<file path="src/include/pwm_temp_pkg.sv">
package pwm_temp_pkg;
   // Three-level pin encodings, as resolved by the pad
   typedef enum logic [1:0] {
      LVL_LOW,
      LVL_FLOAT,
      LVL_HIGH
   } level_t;

   typedef enum logic [1:0] {
      MODE_ONESHOT,
      MODE_CONT,
      MODE_CHAIN
   } mode_t;

   typedef enum logic [1:0] {
      ST_IDLE,
      ST_REQ,
      ST_HIGH,
      ST_LOW
   } state_t;

   localparam int unsigned CLK_HZ = 100_000_000;
   // Times in microseconds at 25 degC
   localparam int unsigned TH_NOM_US = 40_000;
   localparam int unsigned TL_NOM_US = 76_000;
   localparam int unsigned TH_QUART_US = 10_000;
   localparam int unsigned TL_QUART_US = 19_000;
   localparam int unsigned TH_DOUBLE_US = 80_000;
   // Minimum host request pulse, in nanoseconds
   localparam int unsigned REQ_MIN_NS = 20;
   localparam int unsigned REQ_MIN_CYC = (REQ_MIN_NS * (CLK_HZ / 1_000_000) + 999) / 1000;
   localparam int unsigned CYC_PER_US = CLK_HZ / 1_000_000;
   // Modulator code width and value giving the nominal low time at 25 degC
   localparam int unsigned CODE_W = 12;
   localparam logic [11:0] CODE_25C = 12'h800;
   localparam int unsigned CNT_W = 32;

   typedef struct packed {
      state_t state;
      mode_t mode;
      level_t rate;
      logic latched;
      logic [CNT_W-1:0] cnt;
      logic [CNT_W-1:0] tl_len;
      logic [7:0] req_cnt;
      logic out;
      logic busy;
   } regs_t;
endpackage

</file>
<file path="src/design/pwm_temp_out.sv">
// Summary of operation
// - Nominal 25 degC full period is 116 ms
// - High time fixed, low time carries temperature
// - Mode pin latched at power-up
// - Continuous mode repeats waves without request
// - Rate pin latched once after power-up
// - One-shot: one wave per host request
// - Low pulses under 20 ns ignored
// - Wave starts only after host release
// - First rising edge follows the release
// - Rate pin scales high and low times
// - Both intervals timed by one clock
// - Ratio encoded from 12-bit modulator code
// - Daisy-chain uses nominal rate always
module pwm_temp_out (
   input wire logic CLK_I,
   input wire logic RST_N_I,
   input wire pwm_temp_pkg::level_t MODE_SELECT_PIN_I,
   input wire pwm_temp_pkg::level_t RATE_SELECT_CHAIN_INPUT_I,
   input wire logic [11:0] TEMP_CODE_I,
   input wire logic LINE_I,
   output logic OUT_O,
   output logic OUT_OE_O,
   output logic BUSY_O,
   output pwm_temp_pkg::mode_t MODE_O
);
   pwm_temp_pkg::regs_t r_q;
   pwm_temp_pkg::regs_t r_d;

   // Interval lengths in cycles for the latched rate
   function automatic logic [31:0] th_cycles(input pwm_temp_pkg::level_t lv);
      logic [31:0] v;
      case (lv)
         pwm_temp_pkg::LVL_LOW: begin
            v = 32'(pwm_temp_pkg::TH_QUART_US * pwm_temp_pkg::CYC_PER_US);
         end
         pwm_temp_pkg::LVL_HIGH: begin
            v = 32'(pwm_temp_pkg::TH_DOUBLE_US * pwm_temp_pkg::CYC_PER_US);
         end
         default: begin
            // Floating and the unused code give the nominal high time
            v = 32'(pwm_temp_pkg::TH_NOM_US * pwm_temp_pkg::CYC_PER_US);
         end
      endcase
      return v;
   endfunction

   // Low time scales with the code; code 0x800 gives the 25 degC value
   function automatic logic [31:0] tl_cycles(input pwm_temp_pkg::level_t lv,
                                             input logic [11:0] code);
      logic [63:0] base;
      logic [63:0] prod;
      case (lv)
         pwm_temp_pkg::LVL_FLOAT: begin
            base = 64'(pwm_temp_pkg::TL_NOM_US * pwm_temp_pkg::CYC_PER_US);
         end
         default: begin
            // Low and high rate settings share the quarter low time
            base = 64'(pwm_temp_pkg::TL_QUART_US * pwm_temp_pkg::CYC_PER_US);
         end
      endcase
      // Wide product so the largest code cannot overflow
      prod = (base * {52'h0, code}) / {52'h0, pwm_temp_pkg::CODE_25C};
      return prod[31:0];
   endfunction

   // Strap decode, used only on the first edge after reset
   pwm_temp_pkg::mode_t strap_mode;
   pwm_temp_pkg::level_t strap_rate;
   always_comb begin
      strap_mode = pwm_temp_pkg::MODE_CONT;
      strap_rate = RATE_SELECT_CHAIN_INPUT_I;
      case (MODE_SELECT_PIN_I)
         pwm_temp_pkg::LVL_LOW: begin
            strap_mode = pwm_temp_pkg::MODE_ONESHOT;
         end
         pwm_temp_pkg::LVL_HIGH: begin
            // Chain mode ignores the rate pin
            strap_mode = pwm_temp_pkg::MODE_CHAIN;
            strap_rate = pwm_temp_pkg::LVL_FLOAT;
         end
         default: begin
            // Unused code falls back to free running
            strap_mode = pwm_temp_pkg::MODE_CONT;
         end
      endcase
   end

   always_comb begin
      r_d = r_q;
      // Strap capture once after reset release
      if (!r_q.latched) begin
         r_d.latched = 1'b1;
         r_d.mode = strap_mode;
         r_d.rate = strap_rate;
      end else begin
         case (r_q.state)
            pwm_temp_pkg::ST_IDLE: begin
               r_d.out = 1'b1;
               r_d.busy = 1'b0;
               if (r_q.mode != pwm_temp_pkg::MODE_ONESHOT) begin
                  r_d.state = pwm_temp_pkg::ST_HIGH;
                  r_d.cnt = th_cycles(r_q.rate);
                  r_d.busy = 1'b1;
               end else if (!LINE_I) begin
                  r_d.state = pwm_temp_pkg::ST_REQ;
                  r_d.req_cnt = 8'h01;
               end
            end
            pwm_temp_pkg::ST_REQ: begin
               if (!LINE_I) begin
                  if (r_q.req_cnt != 8'hFF) begin
                     r_d.req_cnt = r_q.req_cnt + 8'h01;
                  end
               end else if (r_q.req_cnt >= 8'(pwm_temp_pkg::REQ_MIN_CYC)) begin
                  // Drive low first so the rising edge follows release
                  r_d.state = pwm_temp_pkg::ST_LOW;
                  r_d.out = 1'b0;
                  r_d.busy = 1'b1;
                  r_d.cnt = 32'h0000_0001;
                  r_d.tl_len = 32'h0000_0000;
               end else begin
                  r_d.state = pwm_temp_pkg::ST_IDLE;
               end
            end
            pwm_temp_pkg::ST_HIGH: begin
               r_d.out = 1'b1;
               if (r_q.cnt <= 32'h0000_0001) begin
                  r_d.state = pwm_temp_pkg::ST_LOW;
                  r_d.out = 1'b0;
                  r_d.cnt = tl_cycles(r_q.rate, TEMP_CODE_I);
                  r_d.tl_len = 32'h0000_0001;
               end else begin
                  r_d.cnt = r_q.cnt - 32'h0000_0001;
               end
            end
            pwm_temp_pkg::ST_LOW: begin
               r_d.out = 1'b0;
               if (r_q.cnt <= 32'h0000_0001) begin
                  if (r_q.tl_len == 32'h0000_0000) begin
                     // One-shot lead-in done, start the wave
                     r_d.state = pwm_temp_pkg::ST_HIGH;
                     r_d.out = 1'b1;
                     r_d.cnt = th_cycles(r_q.rate);
                  end else if (r_q.mode == pwm_temp_pkg::MODE_ONESHOT) begin
                     r_d.state = pwm_temp_pkg::ST_IDLE;
                     r_d.out = 1'b1;
                     r_d.busy = 1'b0;
                  end else begin
                     r_d.state = pwm_temp_pkg::ST_HIGH;
                     r_d.out = 1'b1;
                     r_d.cnt = th_cycles(r_q.rate);
                  end
               end else begin
                  r_d.cnt = r_q.cnt - 32'h0000_0001;
               end
            end
            default: begin
               r_d.state = pwm_temp_pkg::ST_IDLE;
            end
         endcase
      end
   end

   // Reset leaves the line released and the straps unlatched
   always_ff @(posedge CLK_I) begin
      if (!RST_N_I) begin
         r_q <= '{state: pwm_temp_pkg::ST_IDLE,
                  mode: pwm_temp_pkg::MODE_CONT,
                  rate: pwm_temp_pkg::LVL_FLOAT,
                  latched: 1'b0,
                  cnt: 32'h0,
                  tl_len: 32'h0,
                  req_cnt: 8'h00,
                  out: 1'b1,
                  busy: 1'b0};
      end else begin
         r_q <= r_d;
      end
   end

   // One-shot idles released so the host can pull the line low
   // Decoded from the next state so the enable moves with the data
   logic oe_d;
   logic oe_q;
   always_comb begin
      oe_d = 1'b1;
      if (r_d.mode == pwm_temp_pkg::MODE_ONESHOT) begin
         case (r_d.state)
            pwm_temp_pkg::ST_IDLE: begin
               oe_d = 1'b0;
            end
            pwm_temp_pkg::ST_REQ: begin
               // Never fight the host while it holds the line
               oe_d = 1'b0;
            end
            default: begin
               oe_d = 1'b1;
            end
         endcase
      end
   end

   always_ff @(posedge CLK_I) begin
      if (!RST_N_I) begin
         oe_q <= 1'b0;
      end else begin
         oe_q <= oe_d;
      end
   end

   assign OUT_O = r_q.out;
   assign OUT_OE_O = oe_q;
   assign BUSY_O = r_q.busy;
   assign MODE_O = r_q.mode;
endmodule

</file>
<file path="config.mk">
export PLATFORM = sky130hd
export DESIGN_NAME = pwm_temp_out
export DESIGN_NICKNAME = d
export VERILOG_FILES = /design/src/include/pwm_temp_pkg.sv /design/src/design/pwm_temp_out.sv
export SDC_FILE = /design/constraint.sdc
export NUM_CORES = 1
export LEC_CHECK = 0
export ABC_AREA = 1
export BUFFER_PORTS_ARGS = -buffer_cell sky130_fd_sc_hd__buf_2
export CORE_MARGIN = 4
export CORE_UTILIZATION = 55
export CTS_CLUSTER_DIAMETER = 80
export DETAILED_ROUTE_END_ITERATION = 12
export GPL_TIMING_DRIVEN = 0
export PLACE_DENSITY_LB_ADDON = 0.15
export SYNTH_ARGS = -nofsm -noshare
export SYNTH_HDL_FRONTEND = slang
export SYNTH_SLANG_ARGS = --single-unit
</file>
<file path="constraint.sdc">
create_clock -name CLK_I -period 14.7 [get_ports CLK_I]
set_input_delay 0.735 -clock CLK_I [delete_from_list [all_inputs] [get_ports CLK_I]]
set_output_delay 0.735 -clock CLK_I [all_outputs]
set_load 0.02 [all_outputs]
</file>
==> impl_results.md, run 1 <==
- H-tree depth: 2
- HP Class: register to register
- Initial antenna violation count: 0
- Endpoints failing hold: 0
- Critical Path AT: 7160 ps
- Slack of the critical path: 7734 ps
- Top achievable clock speed: 0.1436 GHz
- Area leader, netlist: fa_1
- Ant. Diodes: 0
- Post-Place Setup Slack: 7880 ps
- Seq/Total Area, Yosys: 11.19%
- Placer Congestion: 0.9541
- Clock Skew: 10.18 ps
- Worst Setup Start Kind: register
- Asr flop ratio synth: 0%
- CP endpoint kind: register
- CORE AREA: 16,060 um2
- Nets: 1,502
- Status: finished clean
- Finished Layout Cells: 1,490
- Die Wd: 136.8 um
- CTS tree: done
- Max clock buf depth: 2
- Syn Area/Cell: 7.340 um2
- GRT Util Overall: 27.36%
- Synth top area share: 27.87%
- Slew Limit Fails: 0
- Max-cap viol count: 0
- Cells after synthesis: 1,243
- Total gr overflow: 0
- Slew HR: 58.84%
- Worst Setup Path Type: register to register
- Worst hold margin: 478.8 ps
- Final setup vio count: 0
- Reg clk slew, reported paths: 80 ps
- I/O pins: 24
- Vias post-DR: 8,099
- HPWL Detailed: 20,440 um
- Initial Util: 56.82%
- Die height: 136.8 um
- Largest net degree at the start of global routing: 16
- Synth cell count leaders: 276 x inv_1, 190 x nand2_1, 138 x nor2_1, 127 x fa_1, 89 x a21oi_1
- DR WL/cell: 16.00 um
- DRT Pass-1 Iters: 6
- Synth Warn #: 0
- WP data required: 14,890 ps
- Final period util: 47.39%
- Worst-margin pin slew: 617.3 ps
- Die ar.: 18,710 um2
- CTS Root Cell: clkbuf_16
- Clock sinks: 51
- CTS Hold Bufs: 0
- Clock latency on the worst-skew pair: 300 ps
- Placed cells: 1,482
- Synth Register Bits: 51
- Post-DR vias/cell: 5.436
- Total Wirelength: 23,840 um
- Post-cts resize count: 0
- Vias in the first global route: 7,962
- Top-count cell post-synth: inv_1
- Synth Flop Type: dfxtp_1
- RSZ-0062 raised after global routing: no
- 1st-iter DRT viols: 764
- Post-Syn Area: 9124 um2
- First-pass GRT wire length: 40,130 um
- Drc violations: 0
- Mapped Nets: 1,472
- Port bufs: 23
- Std-Cell Rows: 46
- EDFF count, synth: 0
- Area growth from synthesis to layout: 6.130%
- Crit path max fanout: 10
- Setup tns final: 0 ps
- TritonCTS Buffers: 5
- Share of layout cells above drive strength 1: 6.593%
- Distinct cell type count after synthesis: 52
- Top cells by area, synth: fa_1 28%, ha_1 11%, inv_1 11%
- Setup Buffers After CTS: 0
- Antenna viol nets, final: 0
- Minimum clock period after layout: 6966 ps
-- flip-flops by register name, indices dropped and copies added, names as in the netlist --
name      flops
BUSY_O        1
OUT_O         1
OUT_OE_O      1
MODE_O        2
r_q          46
-- critical path, stage by stage, from the launching register on --
cell and delay [ps]:
dfxtp_1 510, inv_2 130, nor2_2 290, inv_1 240, clkbuf_1 350, nor2_1 480, inv_1 110, fa_1 470
fa_1 520, inv_1 60, fa_1 530, fa_1 560, inv_1 60, fa_1 560, inv_1 50, ha_1 390
nand2_1 130, nor2_1 150, nand4_1 100, o21ai_1 480, nand2_1 100, nand2_1 150, a21oi_1 110, nand2_1 70
nand2_1 40, o21ai_0 130, a21oi_1 80
-- path summary, 6_finish.rpt --
check / start / endpoint / slack (ps) / cells after the start
hold / removal: r_q[43]$_SDFFE_PN0P_ / r_q[43]$_SDFFE_PN0P_ / 480 / 2
setup / recovery: r_q[75]$_SDFFE_PN1N_ / r_q[62]$_SDFFE_PN0P_ / 7730 / 26
hold reg to reg: r_q[43]$_SDFFE_PN0P_ / r_q[43]$_SDFFE_PN0P_ / 480 / 2
setup reg to reg: r_q[75]$_SDFFE_PN1N_ / r_q[62]$_SDFFE_PN0P_ / 7730 / 26
-- stage by stage --
step	utilization, %	area (um2)
2_1_floorplan	-	9124
3_3_place_gp	59.22	9509
3_5_place_dp	59.22	9509
4_1_cts	60.30	9683
5_1_grt	60.30	9683
6_report	60.30	9683
-- metal layers --
layer / part of all wire, % / GRT usage, % / vias to the layer above
li1: - / - / 3932
met1: 45 / 40.44 / 3820
met2: 45 / 42.33 / 329
met3: 9.6 / 6.949 / 18
met4: 0.81 / 2.661 / 0
met5: 0 / 0 / -
-- final cells by class --
class | instances | area (um2)
Clock buffer | 6 | 138.9
Sequential cell | 51 | 1021
Buffer | 22 | 121.4
Inverter | 285 | 1071
Multi-Input combinational cell | 885 | 6910
Clock inverter | 2 | 35.03
Fill cell | 1522 | 6375
Timing Repair Buffer | 23 | 115.1
Tap cell | 216 | 270.3
-- cells in the final DEF (no fill, tap or decap), types with 30 or more instances in the layout --
cell type / instances
buf_2: 30
ha_1: 83
o21ai_0: 47
dfxtp_1: 51
nand2_1: 190
a21oi_1: 89
fa_1: 127
nor2_1: 138
inv_1: 276
nand3_1: 36
-- cells by family (layout without fill, tap and decap cells) --
kind of cell | Yosys count | in the layout | synth area share [%]
simple gates | 436 | 436 | 20.71
buf+inv | 307 | 338 | 13.07
fa+ha+maj | 210 | 210 | 39.25
compound gates | 204 | 204 | 12.42
flops | 51 | 51 | 11.19
xor+xnor | 35 | 35 | 3.360
Power of run 1 is not shown: default switching activity piles up to over one toggle a cycle in this logic, so the estimate is an artifact.
==> inputs of run 2 (changes only) <==
==> constraint.sdc (replaced) <==
create_clock -name CLK_I -period 6.7 [get_ports CLK_I]
set_input_delay 0.335 -clock CLK_I [delete_from_list [all_inputs] [get_ports CLK_I]]
set_output_delay 0.335 -clock CLK_I [all_outputs]
set_load 0.02 [all_outputs]
==> run 2 against run 1 <==
Final area increased by 0.23%. First-iteration DRC count decreased by 7.1%. Count of clock-buffer cells in the layout did not move. Clock skew down 0.98 ps. Routed wire length grew 0.68%. Cell count did not move. Setup slack got worse by 7300 ps. Hold slack worse by 310 ps. Sequential share of layout area about the same. Flip-flop and latch count unchanged. Critical path depth unchanged. Critical path type unchanged. Largest cell class unchanged. Highest routed layer unchanged.
==> impl_results.md, run 2 (same netlist as run 1, synthesis figures left out) <==
- GRT Util Overall: 27.37%
- Post-DR vias/cell: 5.436
- CORE AREA: 16,060 um2
- Slew Limit Fails: 0
- Endpoints failing hold: 0
- Area growth from synthesis to layout: 6.377%
- Initial antenna violation count: 0
- Drc violations: 0
- RSZ-0062 raised after global routing: no
- DR WL/cell: 16.11 um
- Worst-margin pin slew: 632.1 ps
- Ant. Diodes: 0
- Clock Skew: 9.195 ps
- DRT Pass-1 Iters: 5
- Antenna viol nets, final: 0
- Top achievable clock speed: 0.1595 GHz
- Die Wd: 136.8 um
- First-pass GRT wire length: 40,140 um
- I/O pins: 24
- Worst Setup Path Type: register to register
- Initial Util: 56.82%
- HP Class: input port to register
- Slowest CP cell: fa_1
- Clock sinks: 51
- Clock latency on the worst-skew pair: 300 ps
- Slew HR: 57.70%
- Total Wirelength: 24,000 um
- Critical Path AT: 6460 ps
- CP endpoint kind: register
- Final period util: 93.60%
- Port bufs: 23
- Slack of the critical path: 428.5 ps
- Die height: 136.8 um
- Max-cap viol count: 0
- Nets: 1,502
- Share of layout cells above drive strength 1: 6.986%
- Total gr overflow: 0
- CTS Hold Bufs: 0
- R2r startpoint: r_q[75]$_SDFFE_PN1N_
- Vias post-DR: 8,099
- HPWL Detailed: 20,440 um
- Most frequent cells in the layout: 276 x inv_1, 190 x nand2_1, 137 x nor2_1, 127 x fa_1, 88 x a21oi_1
- Status: finished clean
- Worst Setup Start Kind: register
- Hold Path Sink: r_q[74]$_SDFF_PN0_
- Vias in the first global route: 7,963
- Minimum clock period after layout: 6271 ps
- Final setup vio count: 0
- Crit path max fanout: 10
- Worst stage delay on the critical path: 560 ps
- Biggest register: r_q
- CTS Root Cell: clkbuf_16
- R2r worst-path depth: 26
- TritonCTS Buffers: 5
- CTS tree: done
- Std-Cell Rows: 46
- Min-Delay Path Depth: 1
- Placer Congestion: 0.9541
- WP data required: 6890 ps
- Max reg flops: 46
- Die ar.: 18,710 um2
- RR Endpoint: r_q[62]$_SDFFE_PN0P_
- Reg clk slew, reported paths: 70 ps
- Most common cell after layout, fill and taps aside: inv_1
- R2R setup slack: 430 ps
- Largest net degree at the start of global routing: 16
- H-tree depth: 2
- Max clock buf depth: 2
- Hold Startpoint: RST_N_I
- Post-Place Setup Slack: -120.3 ps
- 1st-iter DRT viols: 710
[run 2: layer usage]
layer	routed length [um]	part of all wire [%]	up-vias	GRT usage (%)
li1	-	-	3932	-
met1	10720	45	3825	40.41
met2	10780	45	324	42.36
met3	2306	9.6	18	6.985
met4	194	0.81	0	2.661
met5	0	0	-	0
[run 2: how the worst max path moves through the flow]
stage,end,cells after the start,slack (ps),from
finish,r_q[62]$_SDFFE_PN0P_,26,430,r_q[75]$_SDFFE_PN1N_
global route,r_q[65]$_SDFFE_PN0P_,26,40,r_q[75]$_SDFFE_PN1N_
CTS,r_q[65]$_SDFFE_PN0P_,28,60,r_q[75]$_SDFFE_PN1N_
detailed placement,r_q[62]$_SDFFE_PN0P_,26,-120,r_q[75]$_SDFFE_PN1N_
global placement,r_q[62]$_SDFFE_PN0P_,26,-60,r_q[75]$_SDFFE_PN1N_
floorplan,r_q[65]$_SDFFE_PN0P_,28,1240,r_q[75]$_SDFFE_PN1N_
[run 2: layout make-up]
cell class	instances	area, um2
multi-input cells	885	6930
fillers	1519	6352
inverters	285	1071
flip-flops and latches	51	1022
well taps	216	270.3
clock buffers	6	138.9
plain buffers	22	122.6
repair buffers	23	115.1
clock inverters	2	35.03
[run 2: critical path, delay by kind of cell (launching register included)]
kind / cells / cell delay [ps]
adders and majority gates: 6 / 3070
AOI/OAI and AO/OA: 4 / 660
DFF: 1 / 420
buffers and inverters: 7 / 840
and+or+nand+nor: 9 / 1160
[run 2: what timing repair did]
item | 4_1_cts | 5_1_grt
buffers inserted | 0 | 0
pin swaps | 0 | 0
cloned | 0 | 0
setup endpoints to repair | 6 | 19
gates resized for setup | 2 | 7
[run 2: per-stage QoR]
step	TNS, ps	hold WS [ps]	util [%]	cell area [um2]	cells
finish	0	169.6	60.44	9706	1490
global route	0	171.5	60.44	9706	1490
CTS	0	165.4	60.34	9689	1490
detailed placement	-321.9	466.9	59.22	9509	1482
global placement	-79.80	456.1	59.22	9509	1482
floorplan	0	362.7	-	9124	1243
Power of run 2 is left out for the same reason.
